## src/nph_pkg.sv

```systemverilog
package nph_pkg;
  // Bus timing
  localparam int CLK_PERIOD_NS      = 10;
  localparam int T_STROBE_LOW_NS    = 30;
  localparam int T_STROBE_HIGH_NS   = 20;
  localparam int T_ADL_NS           = 100;
  localparam int T_WHR_NS           = 60;
  localparam int T_WB_NS            = 100;
  localparam int PAGE_TRANSFER_TIME_US = 25;
  // Least times round up, the longest time rounds down
  localparam int LOW_CYC  = (T_STROBE_LOW_NS + CLK_PERIOD_NS - 1) / CLK_PERIOD_NS;
  localparam int HIGH_CYC = (T_STROBE_HIGH_NS + CLK_PERIOD_NS - 1) / CLK_PERIOD_NS;
  localparam int ADL_CYC  = (T_ADL_NS + CLK_PERIOD_NS - 1) / CLK_PERIOD_NS;
  localparam int WHR_CYC  = (T_WHR_NS + CLK_PERIOD_NS - 1) / CLK_PERIOD_NS;
  localparam int WB_CYC   = (T_WB_NS + CLK_PERIOD_NS - 1) / CLK_PERIOD_NS;
  localparam int TR_CYC   = (PAGE_TRANSFER_TIME_US * 1000) / CLK_PERIOD_NS;
  localparam int TMR_W    = 12;

  // Command codes
  localparam logic [7:0] CMD_READ1   = 8'h00;
  localparam logic [7:0] CMD_READ2   = 8'h30;
  localparam logic [7:0] CMD_RND_OUT1 = 8'h05;
  localparam logic [7:0] CMD_RND_OUT2 = 8'he0;
  localparam logic [7:0] CMD_ID      = 8'h90;
  localparam logic [7:0] CMD_STATUS  = 8'h70;
  localparam logic [7:0] CMD_LOAD    = 8'h80;
  localparam logic [7:0] CMD_RND_IN  = 8'h85;
  localparam logic [7:0] CMD_PROG    = 8'h10;
  localparam logic [7:0] ID_ADDR     = 8'h00;

  // Geometry and counts
  localparam int COL_W       = 12;
  localparam int ROW_W       = 18;
  localparam int PAGE_BITS   = 6;
  localparam logic [2:0] ADDR_FULL = 3'h5;
  localparam logic [2:0] ADDR_COL  = 3'h2;
  localparam logic [2:0] ADDR_ID   = 3'h1;
  localparam logic [11:0] ID_BYTES = 12'h004;
  localparam logic [2:0] MAX_PARTIAL = 3'h4;
  localparam int ST_PASS_BIT = 0;

  typedef enum logic [2:0] {
    OP_READ     = 3'h0,
    OP_RAND_OUT = 3'h1,
    OP_ID       = 3'h2,
    OP_STATUS   = 3'h3,
    OP_LOAD     = 3'h4,
    OP_RAND_IN  = 3'h5,
    OP_CONFIRM  = 3'h6,
    OP_NONE     = 3'h7
  } nph_op_t;

  typedef enum logic [2:0] {
    ST_IDLE  = 3'b000,
    ST_CMD1  = 3'b001,
    ST_ADDR  = 3'b011,
    ST_WDATA = 3'b010,
    ST_CMD2  = 3'b110,
    ST_BUSY  = 3'b111,
    ST_RDATA = 3'b101
  } nph_state_t;

  typedef enum logic [1:0] {
    PH_GAP  = 2'b00,
    PH_LOW  = 2'b01,
    PH_HIGH = 2'b11
  } nph_phase_t;
endpackage

```

## src/nph_timer.sv

```systemverilog
`timescale 1ns/1ps
module nph_timer #(
  parameter int W = 12
) (
  input  wire logic         clk,      // Core clock
  input  wire logic         resetn,   // Async reset, active low
  input  wire logic         load,     // Load a new count
  input  wire logic [W-1:0] load_val, // Cycles minus one
  output logic              done      // Count has reached zero
);
  logic [W-1:0] cnt_reg;

  // Down counter, parks at zero
  always_ff @(posedge clk or negedge resetn) begin
    if (!resetn) begin
      cnt_reg <= '0;
    end else if (load) begin
      cnt_reg <= load_val;
    end else if (cnt_reg != '0) begin
      cnt_reg <= cnt_reg - 1'b1;
    end
  end

  assign done = (cnt_reg == '0);
endmodule

```

## src/nph_fifo.sv

```systemverilog
`timescale 1ns/1ps
module nph_fifo #(
  parameter int W     = 8,
  parameter int DEPTH = 16
) (
  input  wire logic         clk,       // Core clock
  input  wire logic         resetn,    // Async reset, active low
  input  wire logic         in_valid,  // Write side offers a word
  output logic              in_ready,  // Room in the store
  input  wire logic [W-1:0] in_data,   // Word to store
  output logic              out_valid, // Output register holds a word
  input  wire logic         out_ready, // Drain side takes it
  output logic [W-1:0]      out_data   // Registered head word
);
  localparam int AW = $clog2(DEPTH);
  logic [W-1:0] mem [DEPTH];
  logic [AW-1:0] wptr_reg;
  logic [AW-1:0] rptr_reg;
  logic [AW:0]   cnt_reg;
  logic          ov_reg;
  logic [W-1:0]  od_reg;
  wire           push = in_valid && in_ready;
  wire           fill = (cnt_reg != '0) && (!ov_reg || out_ready);

  assign in_ready  = (cnt_reg != (AW+1)'(DEPTH));
  assign out_valid = ov_reg;
  assign out_data  = od_reg;

  // Storage array has no reset, so it maps onto plain memory
  always_ff @(posedge clk) begin
    if (push) begin
      mem[wptr_reg] <= in_data;
    end
  end

  // Pointers, fill level and the output register
  always_ff @(posedge clk or negedge resetn) begin
    if (!resetn) begin
      wptr_reg <= '0;
      rptr_reg <= '0;
      cnt_reg  <= '0;
      ov_reg   <= 1'b0;
      od_reg   <= '0;
    end else begin
      if (push) begin
        wptr_reg <= (wptr_reg == AW'(DEPTH - 1)) ? '0 : wptr_reg + 1'b1;
      end
      if (fill) begin
        rptr_reg <= (rptr_reg == AW'(DEPTH - 1)) ? '0 : rptr_reg + 1'b1;
        od_reg   <= mem[rptr_reg];
        ov_reg   <= 1'b1;
      end else if (out_ready) begin
        ov_reg <= 1'b0;
      end
      cnt_reg <= cnt_reg + (AW+1)'(push) - (AW+1)'(fill);
    end
  end
endmodule

```

## src/nph_host.sv

```systemverilog
// Function
// Chip enable may drop during data gaps
// Address: two column then three row bytes
// Command 90h returns four identification bytes
// Fourth ID byte bits give page, block size
// Fourth ID byte gives spare, width, speed
// Page read is 00h, five addresses, 30h
// After power-up 00h is already latched
// Page moves to register within 25 us
// Each read strobe fall gives next byte
// Random output command redirects read column
// At most four partial programs per page; the code counts only back-to-back programs to one page
// Program pages of a block in order
// Program is 80h, five addresses, data bytes
// Command 85h moves the load column
// Confirm 10h without loaded data is ignored
// Busy pin, status bit 6, pass bit 0
// Verify flags only failed 1-to-0 bits
// Status reads persist until next command
// Status command 70h polls during operations
// Write strobe rise latches command or address
// Busy pin low through every internal operation
`timescale 1ns/1ps
module nph_host
  import nph_pkg::*;
#(
  parameter int FIFO_DEPTH = 16
) (
  input  wire logic                       core_clk,      // Core clock, 100 MHz
  input  wire logic                       resetn,        // Async reset, active low
  input  wire logic                       cmd_valid,     // Operation request
  output logic                            cmd_ready,     // Sequencer idle
  input  wire nph_pkg::nph_op_t           cmd_op,        // Operation code
  input  wire logic [nph_pkg::COL_W-1:0]  cmd_col,       // Column address
  input  wire logic [nph_pkg::ROW_W-1:0]  cmd_row,       // Row address
  input  wire logic [nph_pkg::COL_W-1:0]  cmd_len,       // Byte count
  input  wire logic                       wr_valid,      // Program data offered
  output logic                            wr_ready,      // Program data taken
  input  wire logic [7:0]                 wr_data,       // Program data byte
  output logic                            rd_valid,      // Read byte pulse
  output logic [7:0]                      rd_data,       // Read byte
  output logic                            done,          // Operation finished
  output logic                            err,           // Finished with error
  output logic                            prog_fail,     // Last program failed
  output logic                            order_warn,    // Page loaded out of order
  output logic                            ce_n,          // Chip enable
  output logic                            cle,           // Command latch
  output logic                            ale,           // Address latch
  output logic                            we_n,          // Write strobe
  output logic                            read_strobe_n, // Read strobe
  output logic [7:0]                      io_out,        // Bus drive value
  output logic                            io_oe_n,       // Bus drive enable, low drives
  input  wire logic [7:0]                 io_in,         // Bus sample
  input  wire logic                       rb_n           // Ready/busy, low busy
);
  import nph_pkg::*;

  nph_state_t st_reg, st_next, succ;
  nph_phase_t ph_reg, ph_next;
  nph_op_t    op_reg;
  logic [COL_W-1:0] col_reg, len_reg, cnt_reg, cnt_next, tgt;
  logic [ROW_W-1:0] row_reg, load_row_reg, last_row_reg;
  logic [2:0] part_reg;
  logic       loaded_reg, tout_reg, fail_reg, done_reg, err_reg, warn_reg;
  logic       cap_reg, rdv_reg, ce_n_reg, cle_reg, ale_reg, we_n_reg, re_n_reg, oe_n_reg;
  logic [7:0] rdd_reg, io_out_reg;
  logic       tmr_load, tmr_done;
  logic [TMR_W-1:0] tmr_val, gap_val;
  logic       f_valid;
  logic [7:0] f_data;

  // Command, address and byte selection
  wire is_rd    = (op_reg == OP_READ);
  wire is_cf    = (op_reg == OP_CONFIRM);
  wire [7:0] cmd1_byte = (op_reg == OP_READ)     ? CMD_READ1 :
                         (op_reg == OP_RAND_OUT) ? CMD_RND_OUT1 :
                         (op_reg == OP_ID)       ? CMD_ID :
                         (op_reg == OP_STATUS)   ? CMD_STATUS :
                         (op_reg == OP_LOAD)     ? CMD_LOAD :
                         (op_reg == OP_RAND_IN)  ? CMD_RND_IN : CMD_PROG;
  wire [7:0] cmd2_byte = is_cf ? CMD_STATUS : is_rd ? CMD_READ2 : CMD_RND_OUT2;
  wire [2:0] n_addr = (is_rd || op_reg == OP_LOAD) ? ADDR_FULL :
                      (op_reg == OP_RAND_OUT || op_reg == OP_RAND_IN) ? ADDR_COL :
                      (op_reg == OP_ID) ? ADDR_ID : 3'h0;
  // Two column bytes, then three row bytes, low bits first
  wire [7:0] addr_byte = (op_reg == OP_ID)   ? ID_ADDR :
                         (cnt_reg[2:0] == 3'h0) ? col_reg[7:0] :
                         (cnt_reg[2:0] == 3'h1) ? {4'h0, col_reg[11:8]} :
                         (cnt_reg[2:0] == 3'h2) ? row_reg[7:0] :
                         (cnt_reg[2:0] == 3'h3) ? row_reg[15:8] :
                         {6'h00, row_reg[17:16]};
  wire [COL_W-1:0] rlen = (op_reg == OP_ID) ? ID_BYTES :
                          (op_reg == OP_STATUS || is_cf) ? 12'h001 : len_reg;
  wire [7:0] bus_byte = (st_reg == ST_CMD1) ? cmd1_byte :
                        (st_reg == ST_CMD2) ? cmd2_byte :
                        (st_reg == ST_ADDR) ? addr_byte : f_data;

  // Byte count of the current state and the state that follows it
  always_comb begin
    tgt  = '0;
    succ = ST_IDLE;
    case (st_reg)
      ST_CMD1: begin
        tgt  = 12'h001;
        succ = is_cf ? ST_BUSY : (op_reg == OP_STATUS) ? ST_RDATA : ST_ADDR;
      end
      ST_ADDR: begin
        tgt  = {9'h000, n_addr};
        succ = (op_reg == OP_LOAD || op_reg == OP_RAND_IN) ? ST_WDATA :
               (op_reg == OP_ID) ? ST_RDATA : ST_CMD2;
      end
      ST_WDATA: begin
        tgt  = len_reg;
        succ = ST_IDLE;
      end
      ST_CMD2: begin
        tgt  = 12'h001;
        succ = is_rd ? ST_BUSY : ST_RDATA;
      end
      ST_BUSY: begin
        succ = is_cf ? ST_CMD2 : ST_RDATA; // Program is followed by a 70h poll
      end
      ST_RDATA: begin
        tgt  = rlen;
        succ = ST_IDLE;
      end
      default: begin
        tgt  = '0;
        succ = ST_IDLE;
      end
    endcase
  end

  // Entry wait of the next state: address-to-data, write-to-read, write-to-busy
  assign gap_val = (succ == ST_WDATA) ? TMR_W'(ADL_CYC - 1) :
                   (succ == ST_RDATA) ? TMR_W'(WHR_CYC - 1) :
                   (succ == ST_BUSY)  ? TMR_W'(WB_CYC - 1) : '0;

  // Request screening; a lone confirm would start nothing in the device
  wire lim_hit  = (load_row_reg == last_row_reg) && (part_reg == MAX_PARTIAL);
  wire refuse   = (cmd_op == OP_NONE) ||
                  (cmd_op == OP_CONFIRM && (!loaded_reg || lim_hit));
  wire take     = cmd_valid && cmd_ready;
  wire start    = take && !refuse;
  wire in_bus   = (st_reg != ST_IDLE) && (st_reg != ST_BUSY);
  wire drv      = in_bus && (st_reg != ST_RDATA);
  wire gap_done = in_bus && (ph_reg == PH_GAP) && tmr_done;
  wire adv      = gap_done && (cnt_reg == tgt);
  wire go_low   = gap_done && (cnt_reg != tgt) && ((st_reg != ST_WDATA) || f_valid);
  wire f_pop    = go_low && (st_reg == ST_WDATA);
  // No data yet: release chip enable, the device keeps its page register
  wire ce_drop  = gap_done && (cnt_reg != tgt) && (st_reg == ST_WDATA) && !f_valid;
  wire busy_out = (st_reg == ST_BUSY) && (ph_reg == PH_LOW) && rb_n;
  wire finish   = (adv || busy_out) && (succ == ST_IDLE);
  wire tout     = (st_reg == ST_BUSY) && (ph_reg == PH_LOW) && tmr_done && !rb_n && is_rd;

  assign cmd_ready = (st_reg == ST_IDLE);

  // Sequencer: gap, strobe low, strobe high for every byte
  always_comb begin
    st_next  = st_reg;
    ph_next  = ph_reg;
    cnt_next = cnt_reg;
    tmr_load = 1'b0;
    tmr_val  = '0;
    if (st_reg == ST_IDLE) begin
      if (start) begin
        st_next  = ST_CMD1;
        ph_next  = PH_GAP;
        cnt_next = '0;
        tmr_load = 1'b1;
      end
    end else if (st_reg == ST_BUSY) begin
      if (ph_reg == PH_GAP && tmr_done) begin
        ph_next  = PH_LOW;
        tmr_load = 1'b1;
        tmr_val  = TMR_W'(TR_CYC - 1); // Page transfer limit
      end else if (busy_out) begin
        st_next  = succ;
        ph_next  = PH_GAP;
        cnt_next = '0;
        tmr_load = 1'b1;
        tmr_val  = gap_val;
      end
    end else if (adv) begin
      st_next  = succ;
      ph_next  = PH_GAP;
      cnt_next = '0;
      tmr_load = 1'b1;
      tmr_val  = gap_val;
    end else if (go_low) begin
      ph_next  = PH_LOW;
      tmr_load = 1'b1;
      tmr_val  = TMR_W'(LOW_CYC - 1);
    end else if (ph_reg == PH_LOW && tmr_done) begin
      ph_next  = PH_HIGH;
      tmr_load = 1'b1;
      tmr_val  = TMR_W'(HIGH_CYC - 1);
    end else if (ph_reg == PH_HIGH && tmr_done) begin
      ph_next  = PH_GAP;
      cnt_next = cnt_reg + 1'b1;
      tmr_load = 1'b1;
    end
  end

  nph_timer #(.W(TMR_W)) u_timer (
    .clk      (core_clk),
    .resetn   (resetn),
    .load     (tmr_load),
    .load_val (tmr_val),
    .done     (tmr_done)
  );

  // Program data queue; a stalled bus backs up into wr_ready
  nph_fifo #(.W(8), .DEPTH(FIFO_DEPTH)) u_fifo (
    .clk       (core_clk),
    .resetn    (resetn),
    .in_valid  (wr_valid),
    .in_ready  (wr_ready),
    .in_data   (wr_data),
    .out_valid (f_valid),
    .out_ready (f_pop),
    .out_data  (f_data)
  );

  // Sequencer state and latched request
  always_ff @(posedge core_clk or negedge resetn) begin
    if (!resetn) begin
      st_reg  <= ST_IDLE;
      ph_reg  <= PH_GAP;
      cnt_reg <= '0;
      op_reg  <= OP_NONE;
      col_reg <= '0;
      row_reg <= '0;
      len_reg <= '0;
    end else begin
      st_reg  <= st_next;
      ph_reg  <= ph_next;
      cnt_reg <= cnt_next;
      if (start) begin
        op_reg  <= cmd_op;
        col_reg <= cmd_col;
        row_reg <= cmd_row;
        len_reg <= cmd_len;
      end
    end
  end

  // Page bookkeeping: load state, partial count, order check
  always_ff @(posedge core_clk or negedge resetn) begin
    if (!resetn) begin
      loaded_reg   <= 1'b0;
      load_row_reg <= '0;
      last_row_reg <= '1;
      part_reg     <= '0;
      warn_reg     <= 1'b0;
    end else begin
      warn_reg <= 1'b0;
      if (f_pop) begin
        loaded_reg <= 1'b1;
      end else if (start && (cmd_op == OP_CONFIRM || cmd_op == OP_READ)) begin
        loaded_reg <= 1'b0;
      end
      if (start && cmd_op == OP_LOAD) begin
        load_row_reg <= cmd_row;
        warn_reg <= (cmd_row[ROW_W-1:PAGE_BITS] == last_row_reg[ROW_W-1:PAGE_BITS]) &&
                    (cmd_row[PAGE_BITS-1:0] < last_row_reg[PAGE_BITS-1:0]);
      end
      if (start && cmd_op == OP_CONFIRM) begin
        last_row_reg <= load_row_reg;
        part_reg <= (load_row_reg == last_row_reg) ? part_reg + 1'b1 : 3'h1;
      end
    end
  end

  // Read capture, result flags; io_in is taken one cycle after the strobe phase ends
  always_ff @(posedge core_clk or negedge resetn) begin
    if (!resetn) begin
      cap_reg  <= 1'b0;
      rdv_reg  <= 1'b0;
      rdd_reg  <= '0;
      fail_reg <= 1'b0;
      tout_reg <= 1'b0;
      done_reg <= 1'b0;
      err_reg  <= 1'b0;
    end else begin
      cap_reg  <= (st_reg == ST_RDATA) && (ph_reg == PH_LOW) && tmr_done;
      rdv_reg  <= cap_reg;
      done_reg <= finish || (take && refuse);
      err_reg  <= (finish && (tout_reg || tout)) || (take && refuse);
      if (cap_reg) begin
        rdd_reg <= io_in;
      end
      if (cap_reg && is_cf) begin
        fail_reg <= io_in[ST_PASS_BIT];
      end
      if (start) begin
        tout_reg <= 1'b0;
      end else if (tout) begin
        tout_reg <= 1'b1;
      end
    end
  end

  // Pin drivers, one register each
  always_ff @(posedge core_clk or negedge resetn) begin
    if (!resetn) begin
      ce_n_reg   <= 1'b1;
      cle_reg    <= 1'b0;
      ale_reg    <= 1'b0;
      we_n_reg   <= 1'b1;
      re_n_reg   <= 1'b1;
      oe_n_reg   <= 1'b1;
      io_out_reg <= '0;
    end else begin
      ce_n_reg <= (st_reg == ST_IDLE) || ce_drop;
      cle_reg  <= (st_reg == ST_CMD1) || (st_reg == ST_CMD2);
      ale_reg  <= (st_reg == ST_ADDR);
      we_n_reg <= !(drv && ph_reg == PH_LOW);
      re_n_reg <= !(st_reg == ST_RDATA && ph_reg == PH_LOW);
      oe_n_reg <= !drv;
      if (go_low && drv) begin
        io_out_reg <= bus_byte;
      end
    end
  end

  assign ce_n          = ce_n_reg;
  assign cle           = cle_reg;
  assign ale           = ale_reg;
  assign we_n          = we_n_reg;
  assign read_strobe_n = re_n_reg;
  assign io_oe_n       = oe_n_reg;
  assign io_out        = io_out_reg;
  assign rd_valid      = rdv_reg;
  assign rd_data       = rdd_reg;
  assign done          = done_reg;
  assign err           = err_reg;
  assign prog_fail     = fail_reg;
  assign order_warn    = warn_reg;

  // Helper counts of latched address bytes and read strobes
  logic [3:0] ale_cnt_reg, re_cnt_reg;
  wire        we_n_next_hi = !(drv && ph_reg == PH_LOW);
  always_ff @(posedge core_clk or negedge resetn) begin
    if (!resetn) begin
      ale_cnt_reg <= '0;
      re_cnt_reg  <= '0;
    end else if (st_reg == ST_CMD1) begin
      ale_cnt_reg <= '0;
      re_cnt_reg  <= '0;
    end else begin
      if (!we_n_reg && we_n_next_hi && ale_reg) ale_cnt_reg <= ale_cnt_reg + 1'b1;
      if (!re_n_reg && !(st_reg == ST_RDATA && ph_reg == PH_LOW)) re_cnt_reg <= re_cnt_reg + 1'b1;
    end
  end
  property p_we_ctl;
    @(posedge core_clk) disable iff (!resetn)
      $fell(we_n_reg) |-> !ce_n_reg && !(cle_reg && ale_reg) && !oe_n_reg;
  endproperty
  a_we_ctl: assert property (p_we_ctl) else $error("write strobe without enable");

  property p_we_width;
    @(posedge core_clk) disable iff (!resetn)
      $fell(we_n_reg) |-> !we_n_reg[*3] ##1 we_n_reg;
  endproperty
  a_we_width: assert property (p_we_width) else $error("write strobe width wrong");

  property p_five_addr;
    @(posedge core_clk) disable iff (!resetn)
      (st_reg == ST_CMD2 && $past(st_reg) == ST_ADDR && op_reg == OP_READ) |-> ale_cnt_reg == 4'h5;
  endproperty
  a_five_addr: assert property (p_five_addr) else $error("read address not five bytes");

  property p_read_cmd;
    @(posedge core_clk) disable iff (!resetn)
      (st_reg == ST_CMD2 && $past(st_reg) == ST_ADDR && op_reg == OP_READ)
        |-> ##[1:20] (!we_n_reg && cle_reg && io_out_reg == 8'h30) ##[1:20] st_reg == ST_BUSY;
  endproperty
  a_read_cmd: assert property (p_read_cmd) else $error("read confirm missing");

  property p_id_four;
    @(posedge core_clk) disable iff (!resetn)
      (st_reg == ST_IDLE && $past(st_reg) == ST_RDATA && op_reg == OP_ID) |-> re_cnt_reg == 4'h4;
  endproperty
  a_id_four: assert property (p_id_four) else $error("id read not four bytes");

  property p_lone_confirm;
    @(posedge core_clk) disable iff (!resetn)
      (take && cmd_op == OP_CONFIRM && !loaded_reg) |=> done_reg && err_reg && st_reg == ST_IDLE;
  endproperty
  a_lone_confirm: assert property (p_lone_confirm) else $error("confirm without data");

  property p_partial;
    @(posedge core_clk) disable iff (!resetn)
      (take && cmd_op == OP_CONFIRM && lim_hit) |=> err_reg && st_reg == ST_IDLE;
  endproperty
  a_partial: assert property (p_partial) else $error("partial program limit passed");

  property p_ce_drop;
    @(posedge core_clk) disable iff (!resetn)
      ce_drop |=> ce_n_reg && we_n_reg;
  endproperty
  a_ce_drop: assert property (p_ce_drop) else $error("enable held while starved");

  property p_status_poll;
    @(posedge core_clk) disable iff (!resetn)
      (st_reg == ST_CMD2 && $past(st_reg) == ST_BUSY)
        |-> ##[1:10] (!we_n_reg && cle_reg && io_out_reg == 8'h70);
  endproperty
  a_status_poll: assert property (p_status_poll) else $error("no status poll");

  property p_data_drive;
    @(posedge core_clk) disable iff (!resetn)
      (!we_n_reg && st_reg == ST_WDATA) |-> !oe_n_reg && !cle_reg && !ale_reg;
  endproperty
  a_data_drive: assert property (p_data_drive) else $error("data byte badly framed");

  c_read: cover property (@(posedge core_clk) done_reg && op_reg == OP_READ && !err_reg);
  c_prog: cover property (@(posedge core_clk) done_reg && op_reg == OP_CONFIRM && !err_reg);
  c_id:   cover property (@(posedge core_clk) done_reg && op_reg == OP_ID);
  c_ce:   cover property (@(posedge core_clk) ce_drop);
endmodule

```

## config.mk

```make
export PLATFORM = sky130hd
export DESIGN_NAME = nph_host
export DESIGN_NICKNAME = d
export VERILOG_FILES = /design/src/nph_pkg.sv /design/src/nph_timer.sv /design/src/nph_fifo.sv /design/src/nph_host.sv
export SDC_FILE = /design/constraint.sdc
export NUM_CORES = 1
export LEC_CHECK = 0
export BUFFER_PORTS_ARGS = -buffer_cell sky130_fd_sc_hd__buf_2
export CELL_PAD_IN_SITES_DETAIL_PLACEMENT = 1
export CELL_PAD_IN_SITES_GLOBAL_PLACEMENT = 2
export CORE_ASPECT_RATIO = 0.9
export CORE_UTILIZATION = 39
export DETAILED_ROUTE_END_ITERATION = 10
export HOLD_SLACK_MARGIN = 0.02
export PLACE_DENSITY = 0.83
export SYNTH_ARGS = -nofsm -noshare
export SYNTH_HDL_FRONTEND = slang
export SYNTH_SLANG_ARGS = --single-unit
```

## constraint.sdc

```tcl
create_clock -name core_clk -period 3.75 [get_ports core_clk]
set_input_delay 0.375 -clock core_clk [delete_from_list [all_inputs] [get_ports core_clk]]
set_output_delay 0.375 -clock core_clk [all_outputs]
set_load 0.01 [all_outputs]
```

==> key figures, run 1 <==
Setup path
  – Critical-path top delay cell: or4_4
  – Worst-path maximum fanout: 2
  – Arrival @ worst endpoint: 4120 ps
  – CP Capture Type: flip-flop
  – Startpoint types: flip-flop
  – Family with the most delay on the worst path: simple AND/OR/NAND/NOR gates
  – Buf/Inv on CP: 4
  – Kind of critical path: flip-flop to flip-flop
  – Critical Path RT: 4160 ps
  – Worst path most repeated cell: ha_4
  – CP peak stage delay: 430 ps
  – Crit path cell chain: inv_2, ha_4, or3b_4, or4_4, or3_4, nor4_4, o311ai_4, a21oi_4, ha_4, inv_4, ha_4, inv_2, fa_2, inv_1, a21oi_1, nor2_1, nor2_1, xnor2_1

Clock tree
  – # clock sinks: 293
  – Number of buffers created by CTS: 34
  – CTS tree: yes
  – Clk root buf: clkbuf_16
  – H-tree levels: 2
  – Worst-Skew Late Latency: 540 ps
  – Clk slew on worst S/H paths: 60 ps
  – Clock buffer depth: 3

Synth
  – Synth Register Bits: 293
  – Unique masters post-synth: 80
  – Synth Cell Area: 13700 µm²
  – Post-Syn Instances: 1031
  – Mean Syn Cell Area: 13.3 µm²
  – Seq/Total Area, Yosys: 58.5%
  – Syn. warnings: 0
  – Post-synth top flop: dfrtp_1
  – Post-synth EDFFs: 128
  – Asr flop ratio synth: 56.3%
  – Post-Syn Nets: 1122

Layout
  – P&R area growth vs syn: 17.8%
  – Share of layout cells above drive strength 1: 33.8%
  – Post-layout nets: 1261
  – Max FFs per register: 128
  – Commonest non-fill, non-tap cell in the layout: dfrtp_1
  – Fillers: 3588
  – Final Core Density: 47.0%
  – Largest Register: u_fifo.mem
  – Layout Cells excl Fill: 1656
  – Ant. Diodes: 0
  – Most frequent cells in the layout: 138 x dfrtp_1, 128 x edfxtp_1, 101 x mux2_2

Route
  – Wirelength per Cell: 21.7 µm
  – Final WL: 35.9 mm
  – Iter 0 DRT Violations: 611
  – Residual DRC: 0
  – DR vias: 9041
  – Antenna Nets Post-Route: 0
  – Avg Vias per Cell: 5.46
  – Pre-antenna DRT Iters: 7

Timing
  – Setup_tns: 0 ps
  – Fin crit share: 98.9%
  – Max_slew headroom: 44.0%
  – Least-Margin Pin Slew: 835 ps
  – Max Transition Viols Final: 0
  – RSZ-0062 raised after global routing: true
  – Endpoints failing setup: 0
  – Max Clock Freq: 0.270 GHz
  – Final hold vios: 0
  – Final Critical Period: 3710 ps
  – Setup slack after layout: 40.6 ps
  – Clock Skew: 12.2 ps

Placed design
  – Dpl hpwl: 25.2 mm
  – Pre-CTS setup slack: -90.0 ps
  – Inst Count DP: 1591
  – IO Port Bufs: 94
  – GP Congestion: 0.838

Floorplanning
  – Starting density of the core: 39.9%
  – Row Count: 64
  – Die W: 199 µm
  – Io pins: 95
  – Die height: 180 µm
  – Die area: 35900 µm²
  – Core area: 34300 µm²

Worst hold path
  – Hold Path Class: primary input to flip-flop

Global route
  – First-pass GRT wire length: 56.6 mm
  – Initial antenna violation count: 0
  – Total track usage: 20.8%
  – Vias in the first global route: 9506
  – Largest net degree at the start of global routing: 55
  – GRT Residual Overflow: 0

Run status
  – Status: completed

Flow run
  – Max-Cap Viols: 0

Pwr
  – Leak Pwr: 6.55 nW
  – Max IR drop VDD: 0.000257 V
  – P per Cell Area: 461 nW/µm²
-- worst paths after layout --
kind	slack (ps)	start	cells past startpoint	endpoint
max in group asynchronous	2430	resetn	3	last_row_reg[5]$_DFFE_PN1P_
hold reg to reg	500	prog_fail$_DFFE_PN0P_	1	prog_fail$_DFFE_PN0P_
setup reg to reg	40	u_timer.cnt_reg[0]$_DFFE_PN0P_	18	u_fifo.cnt_reg[4]$_DFF_PN0_
min in group asynchronous	370	resetn	2	len_reg[3]$_DFFE_PN0P_
setup / recovery	40	u_timer.cnt_reg[0]$_DFFE_PN0P_	18	u_fifo.cnt_reg[4]$_DFF_PN0_
hold / removal	80	cmd_col[5]	2	col_reg[5]$_DFFE_PN0P_
-- final cells by class --
cell class                 count  area, µm²  share of cell area, %
inverter                      40        153                  0.947
clock inverter                15        139                  0.861
tap                          462        578                   3.59
multi-input combinational    649       5420                   33.6
sequential                   293       8010                   49.7
timing repair buffer         152        927                   5.75
clock buffer                  45        902                   5.60
-- power by group --
part	switching (W)	internal (W)	leakage, nW	total [W]
Combinational	0.000424	0.000269	2.82	0.000694
Sequential	0.0000988	0.00354	3.23	0.00364
Clock	0.00132	0.00178	0.503	0.00310
-- what timing repair did --
item | CTS | global route
endpoints found under the setup margin | 1 | 10
gates resized for setup | 2 | 7
endpoints found under the hold margin | 42 | 0
hold buffers | 1 | 0
pin swaps | 4 | 1
buffers inserted | 3 | 1
-- per-layer routing --
metal | part of all wire, % | track usage [%]
met1 | 46 | 30.6
met2 | 47 | 32.1
met3 | 5.0 | 3.32
met4 | 2.0 | 5.62
met5 | 0 | 0
-- cell usage after synthesis (4+ instances only) --
cell      number  area [µm²]
nand2_1       69         259
or4_1          4        30.0
o22ai_1        7        43.8
nor3_1        22         110
mux2i_1        7        70.1
nor2b_1       13        81.3
a211oi_1       4        30.0
and2_1         8        50.1
nand3_1       26         130
o21ai_0       40         200
xor2_1        16         140
ha_1          24         300
nand2b_1       6        37.5
nor4_1        10        62.6
a21oi_1       44         220
xnor2_1       39         342
mux2_4         7         105
dfrtp_1      140        3500
nor2_1        52         195
buf_1          6        22.5
mux2_2       101        1140
and3_1        11        68.8
mux4_2        40         901
dfstp_2       25         657
a31oi_1       13        81.3
edfxtp_1     128        3840
o31ai_1        6        45.0
nand4_1        8        50.1
inv_1         37         139
a21o_1         5        37.5
or3_1          7        43.8
clkbuf_1      37         139
-- stage by stage --
stage,hold slack [ps],power (W),instance area [µm²]
after detailed placement,380,0.00439,15000
after global placement,372,0.00433,15000
after CTS,52.0,0.00753,16100
final,76.1,0.00743,16100
after floorplan,79.4,0.00405,13700
after global routing,69.4,0.00770,16100
-- cell families after synthesis --
logic type / synth area share, %
compound gates: 7.20
simple gates: 9.69
xor+xnor: 3.52
buf+inv: 2.61
fa+ha+maj: 2.34
mux: 16.2
flops: 58.5
(Power assumes the default switching activity.)
==> run 2: changes to the inputs <==
--- a/config.mk
+++ b/config.mk
@@ -12,7 +12,7 @@
 export CORE_UTILIZATION = 39
 export DETAILED_ROUTE_END_ITERATION = 10
 export HOLD_SLACK_MARGIN = 0.02
-export PLACE_DENSITY = 0.83
+export PLACE_DENSITY_LB_ADDON = 0.1
 export SYNTH_ARGS = -nofsm -noshare
 export SYNTH_HDL_FRONTEND = slang
 export SYNTH_SLANG_ARGS = --single-unit
==> run 2 against run 1 <==
Compared with the run above:
- design area grew 1.1%
- clock skew grew 12 ps
- critical path type unchanged
- total power grew 5.4%
- non-clock buffer count shrank 1
- die area is the same
- sequential share of layout area shrank 0.56 points
==> key figures, run 2 (synthesized netlist as in run 1, its figures left out) <==
Run status
  – Status: completed

Route
  – Avg Vias per Cell: 5.32
  – Final WL: 35.0 mm
  – Residual DRC: 0
  – DR vias: 8818
  – Pre-antenna DRT Iters: 5
  – Antenna Nets Post-Route: 0
  – Iter 0 DRT Violations: 464
  – Wirelength per Cell: 21.1 µm

Layout
  – Commonest non-fill, non-tap cell in the layout: dfrtp_1
  – Multi-input logic area: 5390 µm²
  – Seq. cell area: 8010 µm²
  – P&R area growth vs syn: 19.1%
  – Share of layout cells above drive strength 1: 34.3%
  – Post-layout nets: 1261
  – Ant. Diodes: 0
  – Fillers: 3573
  – Max FFs per register: 128
  – Most frequent cells in the layout: 139 x dfrtp_1, 128 x edfxtp_1, 101 x mux2_2
  – Layout Cells excl Fill: 1658
  – Largest Register: u_fifo.mem

Global route
  – Vias in the first global route: 9302
  – Initial antenna violation count: 1
  – Routing usage on met2: 30.7%
  – Grt met3 use: 2.76%
  – Total track usage: 20.3%
  – Largest net degree at the start of global routing: 67
  – GRT Residual Overflow: 0
  – Gr busiest metal: met1
  – First-pass GRT wire length: 55.3 mm
  – GRT met1 Usage: 31.1%

Floorplanning
  – Core area: 34300 µm²
  – Die area: 35900 µm²
  – Row Count: 64
  – Die W: 199 µm
  – Die height: 180 µm
  – Starting density of the core: 39.9%
  – Io pins: 95

Timing
  – Max Clock Freq: 0.270 GHz
  – Clock Skew: 24.3 ps
  – Fin crit share: 98.7%
  – Final hold vios: 0
  – RSZ-0062 raised after global routing: true
  – Final Critical Period: 3700 ps
  – WHS: 83.7 ps
  – Max_slew headroom: 47.9%
  – Max Transition Viols Final: 0
  – Least-Margin Pin Slew: 777 ps
  – Endpoints failing setup: 0

Worst hold path
  – Hold Path Class: primary input to flip-flop

Clock tree
  – Worst-Skew Late Latency: 520 ps
  – H-tree levels: 2
  – Number of buffers created by CTS: 35
  – CTS tree: yes
  – Clk slew on worst S/H paths: 60 ps
  – # clock sinks: 293
  – Clk root buf: clkbuf_16
  – Clock buffer depth: 3

Placed design
  – GP Congestion: 0.801
  – Inst Count DP: 1591
  – IO Port Bufs: 94
  – Dpl hpwl: 25.0 mm

Setup path
  – Arrival @ worst endpoint: 4100 ps
  – CP Capture Type: flip-flop
  – Critical Path RT: 4150 ps
  – Worst-path maximum fanout: 2
  – Kind of critical path: flip-flop to flip-flop
  – Startpoint types: flip-flop

Pwr
  – Leak Pwr: 6.65 nW
  – Max IR drop VDD: 0.000258 V
  – P per Cell Area: 481 nW/µm²

Flow run
  – Max-Cap Viols: 0
## run 2: routing by layer
layer | part of all wire [%] | vias to the layer above
li1 | - | 4089
met1 | 50 | 4522
met2 | 45 | 163
met3 | 3.6 | 44
met4 | 1.6 | 0
met5 | 0 | -
## run 2: worst paths after layout
check,startpoint,endpoint,slack [ps],depth (start not counted)
max in group asynchronous,resetn,ce_n$_DFF_PN1_,2360,3
setup / recovery,u_timer.cnt_reg[0]$_DFFE_PN0P_,u_fifo.cnt_reg[4]$_DFF_PN0_,50,18
setup reg to reg,u_timer.cnt_reg[0]$_DFFE_PN0P_,u_fifo.cnt_reg[4]$_DFF_PN0_,50,18
hold / removal,cmd_col[10],col_reg[10]$_DFFE_PN0P_,80,2
hold reg to reg,rd_data[3]$_DFFE_PN0P_,rd_data[3]$_DFFE_PN0P_,500,1
min in group asynchronous,resetn,len_reg[7]$_DFFE_PN0P_,430,2
## run 2: final cells by class
type,count,area share (%)
inverters,40,0.936
multi-input cells,649,33.0
well taps,462,3.55
clock inverters,14,1.21
flip-flops and latches,293,49.1
repair buffers,151,5.86
clock buffers,49,6.31
## run 2: power by group
part	leakage [nW]	internal, W	switching, W	total, W
logic	2.82	0.000263	0.000395	0.000658
clock network	0.604	0.00220	0.00134	0.00355
registers	3.23	0.00354	0.0000893	0.00363
## run 2: critical path, cell delays in order (launching register included)
cell and delay, ps:
dfrtp_1 390, inv_2 80, ha_4 130, or3b_4 370, or4_4 430, or3_4 360
nor4_4 250, o311ai_4 200, a21oi_4 200, ha_4 230, inv_4 50, ha_4 120
inv_2 40, fa_2 350, inv_1 60, a21oi_1 50, nor2_1 100, nor2_1 60
xnor2_1 110
## run 2: per-stage QoR
| step | setup TNS (ps) | instance area, µm² | total power (W) | worst slack, ps | util, % |
|---|---|---|---|---|---|
| global placement | -32.6 | 15000 | 0.00434 | -32.6 | 43.9 |
| finish | 0 | 16300 | 0.00783 | 47.2 | 47.6 |
| global route | -71.6 | 16300 | 0.00814 | -71.6 | 47.6 |
| CTS | -40.6 | 16300 | 0.00794 | -40.6 | 47.5 |
| detailed placement | -113 | 15000 | 0.00435 | -113 | 43.9 |
| floorplan | -644 | 13700 | 0.00405 | -316 | - |
## run 2: what timing repair did
item | in CTS | in global routing
hold buffers | 1 | 0
hold endpoints to repair | 52 | 0
resized for setup | 5 | 0
endpoints found under the setup margin | 2 | 2
buffers inserted | 1 | 2
pin swaps | 4 | 2
